[src/rtl/prc_defs.svh]
`ifndef PRC_DEFS_SVH
`define PRC_DEFS_SVH
// Register byte offsets
`define PRC_OFF_CTRL 12'h000
`define PRC_OFF_STATUS 12'h004
`define PRC_OFF_IRQ_STAT 12'h008
`define PRC_OFF_IRQ_MASK 12'h00C
`define PRC_OFF_ERR_OFS 12'h010
`define PRC_OFF_PARAM 12'h100
`define PRC_OFF_G1_LIVE 12'h200
`define PRC_OFF_G2_LIVE 12'h300
`define PRC_OFF_LIMIT 12'h400
// Parameter area layout
`define PRC_NUM_WORDS 32
`define PRC_G1_WORDS 8
`define PRC_G2_WORDS 16
`define PRC_EXP_BASE 16
`define PRC_EXP_OFS 16'h0064
`define PRC_LIMIT_RST 16'h7FFF
// Field positions
`define PRC_CTRL_RESTART 0
`define PRC_ST_RUN 0
`define PRC_ST_ERR 1
`define PRC_IRQ_G1ERR 0
`define PRC_IRQ_BLOCK 1
`define PRC_IRQ_START 2
`define PRC_IRQ_W 3
// AXI responses
`define PRC_RESP_OKAY 2'h0
`define PRC_RESP_SLVERR 2'h2
`endif

[src/rtl/prc_pkg.sv]
package prc_pkg;
  typedef enum logic [2:0] {
    PRC_INIT = 3'h1,
    PRC_RUN = 3'h2,
    PRC_HALT = 3'h4
  } prc_mode_t;
  typedef struct packed {
    logic busy;
    logic [7:0] idx;
  } prc_scan_t;
endpackage : prc_pkg

[src/rtl/prc_unit.sv]
// Chosen here: register access over AXI4-Lite and the register addresses.
`timescale 1ns/100ps
`default_nettype none
`include "prc_defs.svh"
module prc_unit (
  input wire logic aclk,
  input wire logic aresetn,
  input wire logic [11:0] s_axi_awaddr,
  input wire logic s_axi_awvalid,
  output logic s_axi_awready,
  input wire logic [31:0] s_axi_wdata,
  input wire logic [3:0] s_axi_wstrb,
  input wire logic s_axi_wvalid,
  output logic s_axi_wready,
  output logic [1:0] s_axi_bresp,
  output logic s_axi_bvalid,
  input wire logic s_axi_bready,
  input wire logic [11:0] s_axi_araddr,
  input wire logic s_axi_arvalid,
  output logic s_axi_arready,
  output logic [31:0] s_axi_rdata,
  output logic [1:0] s_axi_rresp,
  output logic s_axi_rvalid,
  input wire logic s_axi_rready,
  output logic run_indicator,
  output logic setting_error_indicator,
  output logic [15:0] error_offset_value,
  output logic irq
);
  localparam int NW = `PRC_NUM_WORDS;

  typedef struct packed {
    prc_pkg::prc_mode_t mode;
    prc_pkg::prc_scan_t scan;
    logic [NW-1:0][15:0] param;
    logic [NW-1:0][15:0] limit;
    logic [NW-1:0][15:0] live;
    logic [NW-1:0] bad;
    logic aw_got;
    logic [11:0] awaddr;
    logic w_got;
    logic [31:0] wdata;
    logic [3:0] wstrb;
    logic awready;
    logic wready;
    logic bvalid;
    logic [1:0] bresp;
    logic arready;
    logic rvalid;
    logic [31:0] rdata;
    logic [1:0] rresp;
    logic run;
    logic err;
    logic [15:0] ofs;
    logic [`PRC_IRQ_W-1:0] irq_stat;
    logic [`PRC_IRQ_W-1:0] irq_mask;
    logic irq;
  } prc_state_t;

  prc_state_t r;
  prc_state_t next_r;

  // Per-word range check against its limit
  logic [NW-1:0] word_bad;
  genvar gi;
  generate
    for (gi = 0; gi < NW; gi++) begin : g_chk
      assign word_bad[gi] = r.param[gi] > r.limit[gi];
    end
  endgenerate

  // Lowest-index erroneous word
  function automatic logic [15:0] prc_lowest(input logic [NW-1:0] v);
    logic [15:0] res;
    res = 16'h0000;
    for (int i = NW - 1; i >= 0; i--) begin
      if (v[i]) begin
        if (i >= `PRC_EXP_BASE) begin
          res = `PRC_EXP_OFS + 16'(i - `PRC_EXP_BASE);
        end else begin
          res = 16'(i);
        end
      end
    end
    return res;
  endfunction : prc_lowest

  function automatic logic prc_is_g1(input int i);
    return i < `PRC_G1_WORDS;
  endfunction : prc_is_g1

  logic do_write;
  logic [9:0] wword;
  logic [9:0] rword;
  logic [NW-1:0] live_bad;
  logic any_bad;
  logic g1_pending;

  always_comb begin
    next_r = r;
    do_write = r.aw_got && r.w_got && !r.bvalid;
    wword = r.awaddr[11:2];
    rword = s_axi_araddr[11:2];
    live_bad = word_bad;
    any_bad = |word_bad;
    g1_pending = 1'b0;
    for (int i = 0; i < NW; i++) begin
      if (prc_is_g1(i) && word_bad[i]) begin
        g1_pending = 1'b1;
      end
    end

    // Write address and data taken in either order
    next_r.awready = !r.aw_got && !s_axi_awvalid ? 1'b1 : !r.aw_got && !r.awready;
    next_r.wready = !r.w_got && !s_axi_wvalid ? 1'b1 : !r.w_got && !r.wready;
    if (s_axi_awvalid && r.awready) begin
      next_r.aw_got = 1'b1;
      next_r.awaddr = s_axi_awaddr;
      next_r.awready = 1'b0;
    end
    if (s_axi_wvalid && r.wready) begin
      next_r.w_got = 1'b1;
      next_r.wdata = s_axi_wdata;
      next_r.wstrb = s_axi_wstrb;
      next_r.wready = 1'b0;
    end
    if (r.bvalid && s_axi_bready) begin
      next_r.bvalid = 1'b0;
    end

    // Group 1 words follow the host continuously while running and in range
    if (r.mode == prc_pkg::PRC_RUN) begin
      for (int i = 0; i < NW; i++) begin
        if (prc_is_g1(i) && !word_bad[i]) begin
          next_r.live[i] = r.param[i];
        end
      end
    end

    // Host register writes; a same-cycle hardware set below wins over a clear here
    if (do_write) begin
      next_r.aw_got = 1'b0;
      next_r.w_got = 1'b0;
      next_r.bvalid = 1'b1;
      next_r.bresp = `PRC_RESP_OKAY;
      if (r.awaddr == `PRC_OFF_CTRL) begin
        if (r.wstrb[0] && r.wdata[`PRC_CTRL_RESTART]) begin
          next_r.mode = prc_pkg::PRC_INIT;
          next_r.scan = '{busy: 1'b1, idx: 8'h00};
        end
      end else if (r.awaddr == `PRC_OFF_IRQ_STAT) begin
        if (r.wstrb[0]) begin
          next_r.irq_stat = r.irq_stat & ~r.wdata[`PRC_IRQ_W-1:0];
        end
      end else if (r.awaddr == `PRC_OFF_IRQ_MASK) begin
        if (r.wstrb[0]) begin
          next_r.irq_mask = r.wdata[`PRC_IRQ_W-1:0];
        end
      end else if (wword >= 10'(`PRC_OFF_PARAM >> 2) && wword < 10'((`PRC_OFF_PARAM >> 2) + NW)) begin
        // Host parameter area: stored raw, checked live
        for (int b = 0; b < 2; b++) begin
          if (r.wstrb[b]) begin
            next_r.param[5'(wword)][b*8 +: 8] = r.wdata[b*8 +: 8];
          end
        end
      end else if (wword >= 10'(`PRC_OFF_LIMIT >> 2) && wword < 10'((`PRC_OFF_LIMIT >> 2) + NW)) begin
        for (int b = 0; b < 2; b++) begin
          if (r.wstrb[b]) begin
            next_r.limit[5'(wword)][b*8 +: 8] = r.wdata[b*8 +: 8];
          end
        end
      end else begin
        next_r.bresp = `PRC_RESP_SLVERR;
      end
    end

    // Restart: one cycle to sample, then decide
    case (r.mode)
      prc_pkg::PRC_INIT: begin
        next_r.scan.busy = 1'b0;
        next_r.bad = word_bad;
        if (any_bad) begin
          next_r.mode = prc_pkg::PRC_HALT;
          next_r.run = 1'b0;
          next_r.err = 1'b1;
          next_r.irq_stat[`PRC_IRQ_BLOCK] = 1'b1;
        end else begin
          next_r.mode = prc_pkg::PRC_RUN;
          next_r.run = 1'b1;
          next_r.err = 1'b0;
          next_r.live = r.param;
          next_r.irq_stat[`PRC_IRQ_START] = 1'b1;
        end
        next_r.ofs = prc_lowest(word_bad);
      end
      prc_pkg::PRC_RUN: begin
        // Group 2 and expansion values stay frozen while running
        next_r.run = 1'b1;
        next_r.err = g1_pending;
        next_r.ofs = prc_lowest(live_bad);
        if (g1_pending && !r.err) begin
          next_r.irq_stat[`PRC_IRQ_G1ERR] = 1'b1;
        end
      end
      prc_pkg::PRC_HALT: begin
        // Stays halted until host fixes values and restarts
        next_r.run = 1'b0;
        next_r.err = 1'b1;
        next_r.ofs = prc_lowest(word_bad);
      end
      default: begin
        next_r.mode = prc_pkg::PRC_INIT;
      end
    endcase

    // Read channel
    if (r.rvalid && s_axi_rready) begin
      next_r.rvalid = 1'b0;
    end
    // Ready only while no read answer is pending; a take drops it below
    next_r.arready = !r.rvalid;
    if (s_axi_arvalid && r.arready) begin
      next_r.arready = 1'b0;
      next_r.rvalid = 1'b1;
      next_r.rresp = `PRC_RESP_OKAY;
      next_r.rdata = 32'h0000_0000;
      if (s_axi_araddr == `PRC_OFF_CTRL) begin
        next_r.rdata = 32'h0000_0000;
      end else if (s_axi_araddr == `PRC_OFF_STATUS) begin
        next_r.rdata[`PRC_ST_RUN] = r.run;
        next_r.rdata[`PRC_ST_ERR] = r.err;
      end else if (s_axi_araddr == `PRC_OFF_IRQ_STAT) begin
        next_r.rdata[`PRC_IRQ_W-1:0] = r.irq_stat;
      end else if (s_axi_araddr == `PRC_OFF_IRQ_MASK) begin
        next_r.rdata[`PRC_IRQ_W-1:0] = r.irq_mask;
      end else if (s_axi_araddr == `PRC_OFF_ERR_OFS) begin
        next_r.rdata[15:0] = r.ofs;
      end else if (rword >= 10'(`PRC_OFF_PARAM >> 2) && rword < 10'((`PRC_OFF_PARAM >> 2) + NW)) begin
        next_r.rdata[15:0] = r.param[5'(rword)];
      end else if (rword >= 10'(`PRC_OFF_G1_LIVE >> 2) && rword < 10'((`PRC_OFF_G1_LIVE >> 2) + NW)) begin
        next_r.rdata[15:0] = r.live[5'(rword)];
      end else if (rword >= 10'(`PRC_OFF_LIMIT >> 2) && rword < 10'((`PRC_OFF_LIMIT >> 2) + NW)) begin
        next_r.rdata[15:0] = r.limit[5'(rword)];
      end else begin
        next_r.rresp = `PRC_RESP_SLVERR;
      end
    end

    next_r.irq = |(next_r.irq_stat & r.irq_mask);
  end

  always_ff @(posedge aclk) begin
    if (!aresetn) begin
      r <= '0;
      r.mode <= prc_pkg::PRC_INIT;
      r.limit <= {NW{`PRC_LIMIT_RST}};
      r.awready <= 1'b1;
      r.wready <= 1'b1;
      r.arready <= 1'b1;
    end else begin
      r <= next_r;
    end
  end

  assign s_axi_awready = r.awready;
  assign s_axi_wready = r.wready;
  assign s_axi_bvalid = r.bvalid;
  assign s_axi_bresp = r.bresp;
  assign s_axi_arready = r.arready;
  assign s_axi_rvalid = r.rvalid;
  assign s_axi_rdata = r.rdata;
  assign s_axi_rresp = r.rresp;
  assign run_indicator = r.run;
  assign setting_error_indicator = r.err;
  assign error_offset_value = r.ofs;
  assign irq = r.irq;
endmodule : prc_unit
`default_nettype wire

[config.mk]
export PLATFORM = sky130hd
export DESIGN_NAME = prc_unit
export DESIGN_NICKNAME = d
export VERILOG_FILES = /design/src/rtl/prc_pkg.sv /design/src/rtl/prc_unit.sv
export VERILOG_INCLUDE_DIRS = /design/src /design/src/rtl
export SDC_FILE = /design/constraint.sdc
export NUM_CORES = 2
export LEC_CHECK = 0
export BUFFER_PORTS_ARGS = -buffer_cell sky130_fd_sc_hd__buf_2
export CAP_MARGIN = 5
export CORE_MARGIN = 4
export CORE_UTILIZATION = 60
export CTS_CLUSTER_DIAMETER = 200
export DETAILED_ROUTE_END_ITERATION = 7
export PLACE_DENSITY = 0.75
export SETUP_SLACK_MARGIN = 0.02
export SLEW_MARGIN = 25
export SYNTH_ARGS = -nofsm -noshare
export SYNTH_HDL_FRONTEND = slang
export SYNTH_SLANG_ARGS = --single-unit
[constraint.sdc]
create_clock -name aclk -period 4.9 [get_ports aclk]
set_clock_uncertainty 0.2 [all_clocks]
set_input_delay 0.735 -clock aclk [delete_from_list [all_inputs] [get_ports aclk]]
set_output_delay 0.735 -clock aclk [all_outputs]
set_load 0.03 [all_outputs]
==> summary.txt <==
Synth
  – Synth top area share: 37.9%
  – Syn Std Cell Area: 0.0849 sq mm
  – Synth Register Bits: 1609
  – Synth top area cells: dfxtp_1 (38%), mux4_2 (13%), nand2_1 (10%)
  – Adder-Cell Fraction of Synth Area: between 7 and 8%
  – Synth cell types: 82
  – Seq/Total Area, Yosys: 37.9%
  – EDFF count, synth: 0
  – Area share of and/or/nand/nor cells after synthesis: 14.2%
  – Complex-gate fraction of the synthesized area: between 10% and 20%
  – Fraction of synthesized area in multiplexers: 15.5%
  – Syn avg cell area: 9.06 sq um
  – Yosys top cell by area: dfxtp_1
  – Post-synthesis xor/xnor area fraction: 0%
  – Ys flop type: dfxtp_1
  – Syn. warnings: 0
  – Largest family of logic cells by synthesized area: compound AO/OA/AOI/OAI gates
  – Cells after Synth: 9377
  – Post-synth ARST share: 0%

Setup path
  – Critical path buffers and inverters: 4
  – Crit path top cell by count: buf_12
  – Crit-path cells: inv_1 -> ha_1 -> and3_1 -> a221o_1 -> a221oi_2 -> a21oi_1 -> a21bo_2 -> and4bb_2 -> nor4bb_4 -> buf_4 -> and3_4 -> buf_12 -> buf_12 -> nand2_1 -> a21boi_1
  – CP max stage delay: 720 ps
  – WP data required: ~5400 ps
  – Critical path depth: 15
  – CP startpoint kind: register
  – Kind of cell adding the most delay to the critical path: compound AO/OA/AOI/OAI gates
  – Worst Path Arrival: a little over 5000 ps
  – Slowest cell on crit path: a221oi_2
  – Worst Reg2Reg Path Length in Cells: 15
  – CP Max Fanout: 39
  – Crit path kind: register to register
  – Crit end category: register

Clock tree
  – # clock sinks: 1609
  – Root Driver: clkbuf_16
  – Clock latency on the worst-skew pair: 820 ps
  – TritonCTS Buffers: 172
  – Clock Tree Buf Depth: 3
  – Resized cells post-CTS: 0
  – H-tree Lvls: 4
  – TritonCTS clock tree: done
  – Reg clk slew, reported paths: around 60 ps

Routing
  – DRT iter0 DRCs: 8835
  – DR vias: ~73k
  – DR pass1 iterations: 8
  – DRC: 0
  – Drt total wl: 289000 microns
  – WL per Instance: 25.7 microns
  – Final ANT Viol Nets: 0
  – Vias per cell: 6.48

STA
  – Tmin final: 4610 ps
  – RSZ-0062 raised after global routing: no
  – Final Setup Violations: 0
  – Period utilization: 94.0%
  – Fmax: 0.217 GHz
  – Slew of the pin with the lowest slew margin: 1160 ps
  – Final Max Slew Viols: 0
  – Final hold slack: approximately 31 ps
  – Final hold vios: 0
  – TNS Setup: 0 ps
  – Worst slew margin: 22.5%

GRT
  – First-pass GRT wire length: roughly 430000 microns
  – Antenna violations before repair: 11
  – GRT Overall Usage: 38.4%
  – Vias in the first global route: 68.9k
  – Overflow after GRT: 0
  – Largest net degree at the start of global routing: 180

Floorplanning
  – Core area: 0.140 sq mm
  – Die Y: 384 microns
  – Rows: 137
  – Die ar.: 0.148 sq mm
  – DIE WIDTH: 384 microns
  – Io pins: about 130
  – Initial core utilization: 60.6%

Layout
  – Final net count: 9792
  – Share of cells above drive strength 1: around an eighth
  – Layout area overhead: 10.8%

Placement
  – GPL Wtd Cong: between 1 and 1.5
  – PortBufs: between 80 and 90
  – Dpl hpwl: 202000 microns

Flow run
  – Max Cap Viol: 0

Power and ir drop
  – Worst VDD drop: around 0.28 mV
  – Pwr Density: 317 mW/mm^2
  – Leakage: approximately 37 nW

Min path
  – WHS Path Cells: 3
  – HP Start: s_axi_wdata[1]
  – Worst Hold Class: primary input to register

Run status
  – Status: complete, no violations
## layer usage
metal / vias up / wire length (microns) / GRT usage, %
li1: 32600 / - / -
met1: 35400 / 115000 / 52.9
met2: 4078 / 121000 / 55.2
met3: 768 / 36200 / 10.8
met4: 12 / 16500 / 19.1
met5: - / 243 / 0
## worst register-to-register path: stages, from the launching register on
cell	delay, ps
dfxtp_1	350
inv_1	70
ha_1	290
and3_1	210
a221o_1	420
a221oi_2	720
a21oi_1	190
a21bo_2	250
and4bb_2	390
nor4bb_4	240
buf_4	190
and3_4	260
buf_12	190
buf_12	230
nand2_1	130
a21boi_1	190
## path summary, 6_finish.rpt
kind	to	slack, ps
worst min register to register	r[650]	250
worst max register to register	r[574]	290
worst max-delay path	r[574]	290
worst min-delay path	r[71]	30
## metrics by stage
step	util, %	instance area [sq um]	std cells	power [W]	setup slack [ps]
finish	67.2	94100	11200	0.0298	294
global route	67.2	94100	11200	0.0305	204
CTS	67.2	94100	11200	0.0298	461
detailed placement	62.6	87600	10900	0.0158	542
global placement	62.6	87600	10900	0.0158	524
floorplan	-	85000	9403	0.0150	1030
## synthesized netlist by cell type, drive strengths merged, types with 18 or more instances
cell,instances
o21ai,474
clkbuf,551
mux4,480
nand4,84
a21o,43
nor2,206
o21a,18
a211oi,28
nor2b,62
ha,512
a31oi,21
a21oi,150
buf,205
inv,546
a21boi,951
o211ai,480
and4,18
mux2i,231
nand2,2337
nor3,37
nand3,105
dfxtp,1609
## cells by family (layout without fill, tap and decap cells)
family                     Yosys count  after routing
adders and majority gates          512            512
other                                1             34
muxes                              711            711
buffers and inverters             1302           1254
DFF                               1609           1609
AOI/OAI and AO/OA                 2288           2288
and+or+nand+nor                   2954           2954
## cell usage in the layout (no fill, tap or decap), types with 16 or more instances in the layout
cell	instances
a21boi_0	619
buf_4	219
a21boi_1	332
clkinv_2	31
nand3_1	96
and4_1	18
ha_1	512
dfxtp_1	1593
clkbuf_16	181
o22ai_1	17
clkbuf_1	24
nand2_1	2335
a211oi_1	27
conb_1	27
mux4_2	480
a21oi_1	148
o21a_1	18
bufinv_16	22
buf_12	65
o211ai_1	480
mux2i_1	231
nor3_1	36
buf_2	76
dlygate4sd3_1	28
nor2_1	199
inv_1	545
clkbuf_8	44
nor2b_1	62
o21ai_0	467
nor4_1	16
nand4_1	84
a21o_1	43
## power by group
group | switching (W) | internal [W] | leakage, nW
clock | 0.00566 | 0.00855 | 3.04
sequential | 0.0000804 | 0.0131 | 13.0
combinational | 0.00162 | 0.000782 | 21.4
total | 0.00736 | 0.0224 | 37.5
## what timing repair did
item / in CTS / in global routing
endpoints found under the hold margin: 28 / 0
hold buffers: 28 / 0
setup endpoints to repair: 0 / 0
buffers inserted: 0 / 0
## layout make-up
type / count / area (sq um)
clock inverters: 67 / 945
repair buffers: 392 / 3660
well taps: 1876 / 2350
diodes: 7 / 17.5
flip-flops and latches: 1609 / 32200
fillers: 11100 / 45900
inverters: 546 / 2050
clock buffers: 249 / 5230
multi-input cells: 6492 / 47600
Power figures use the tool's default switching activity.
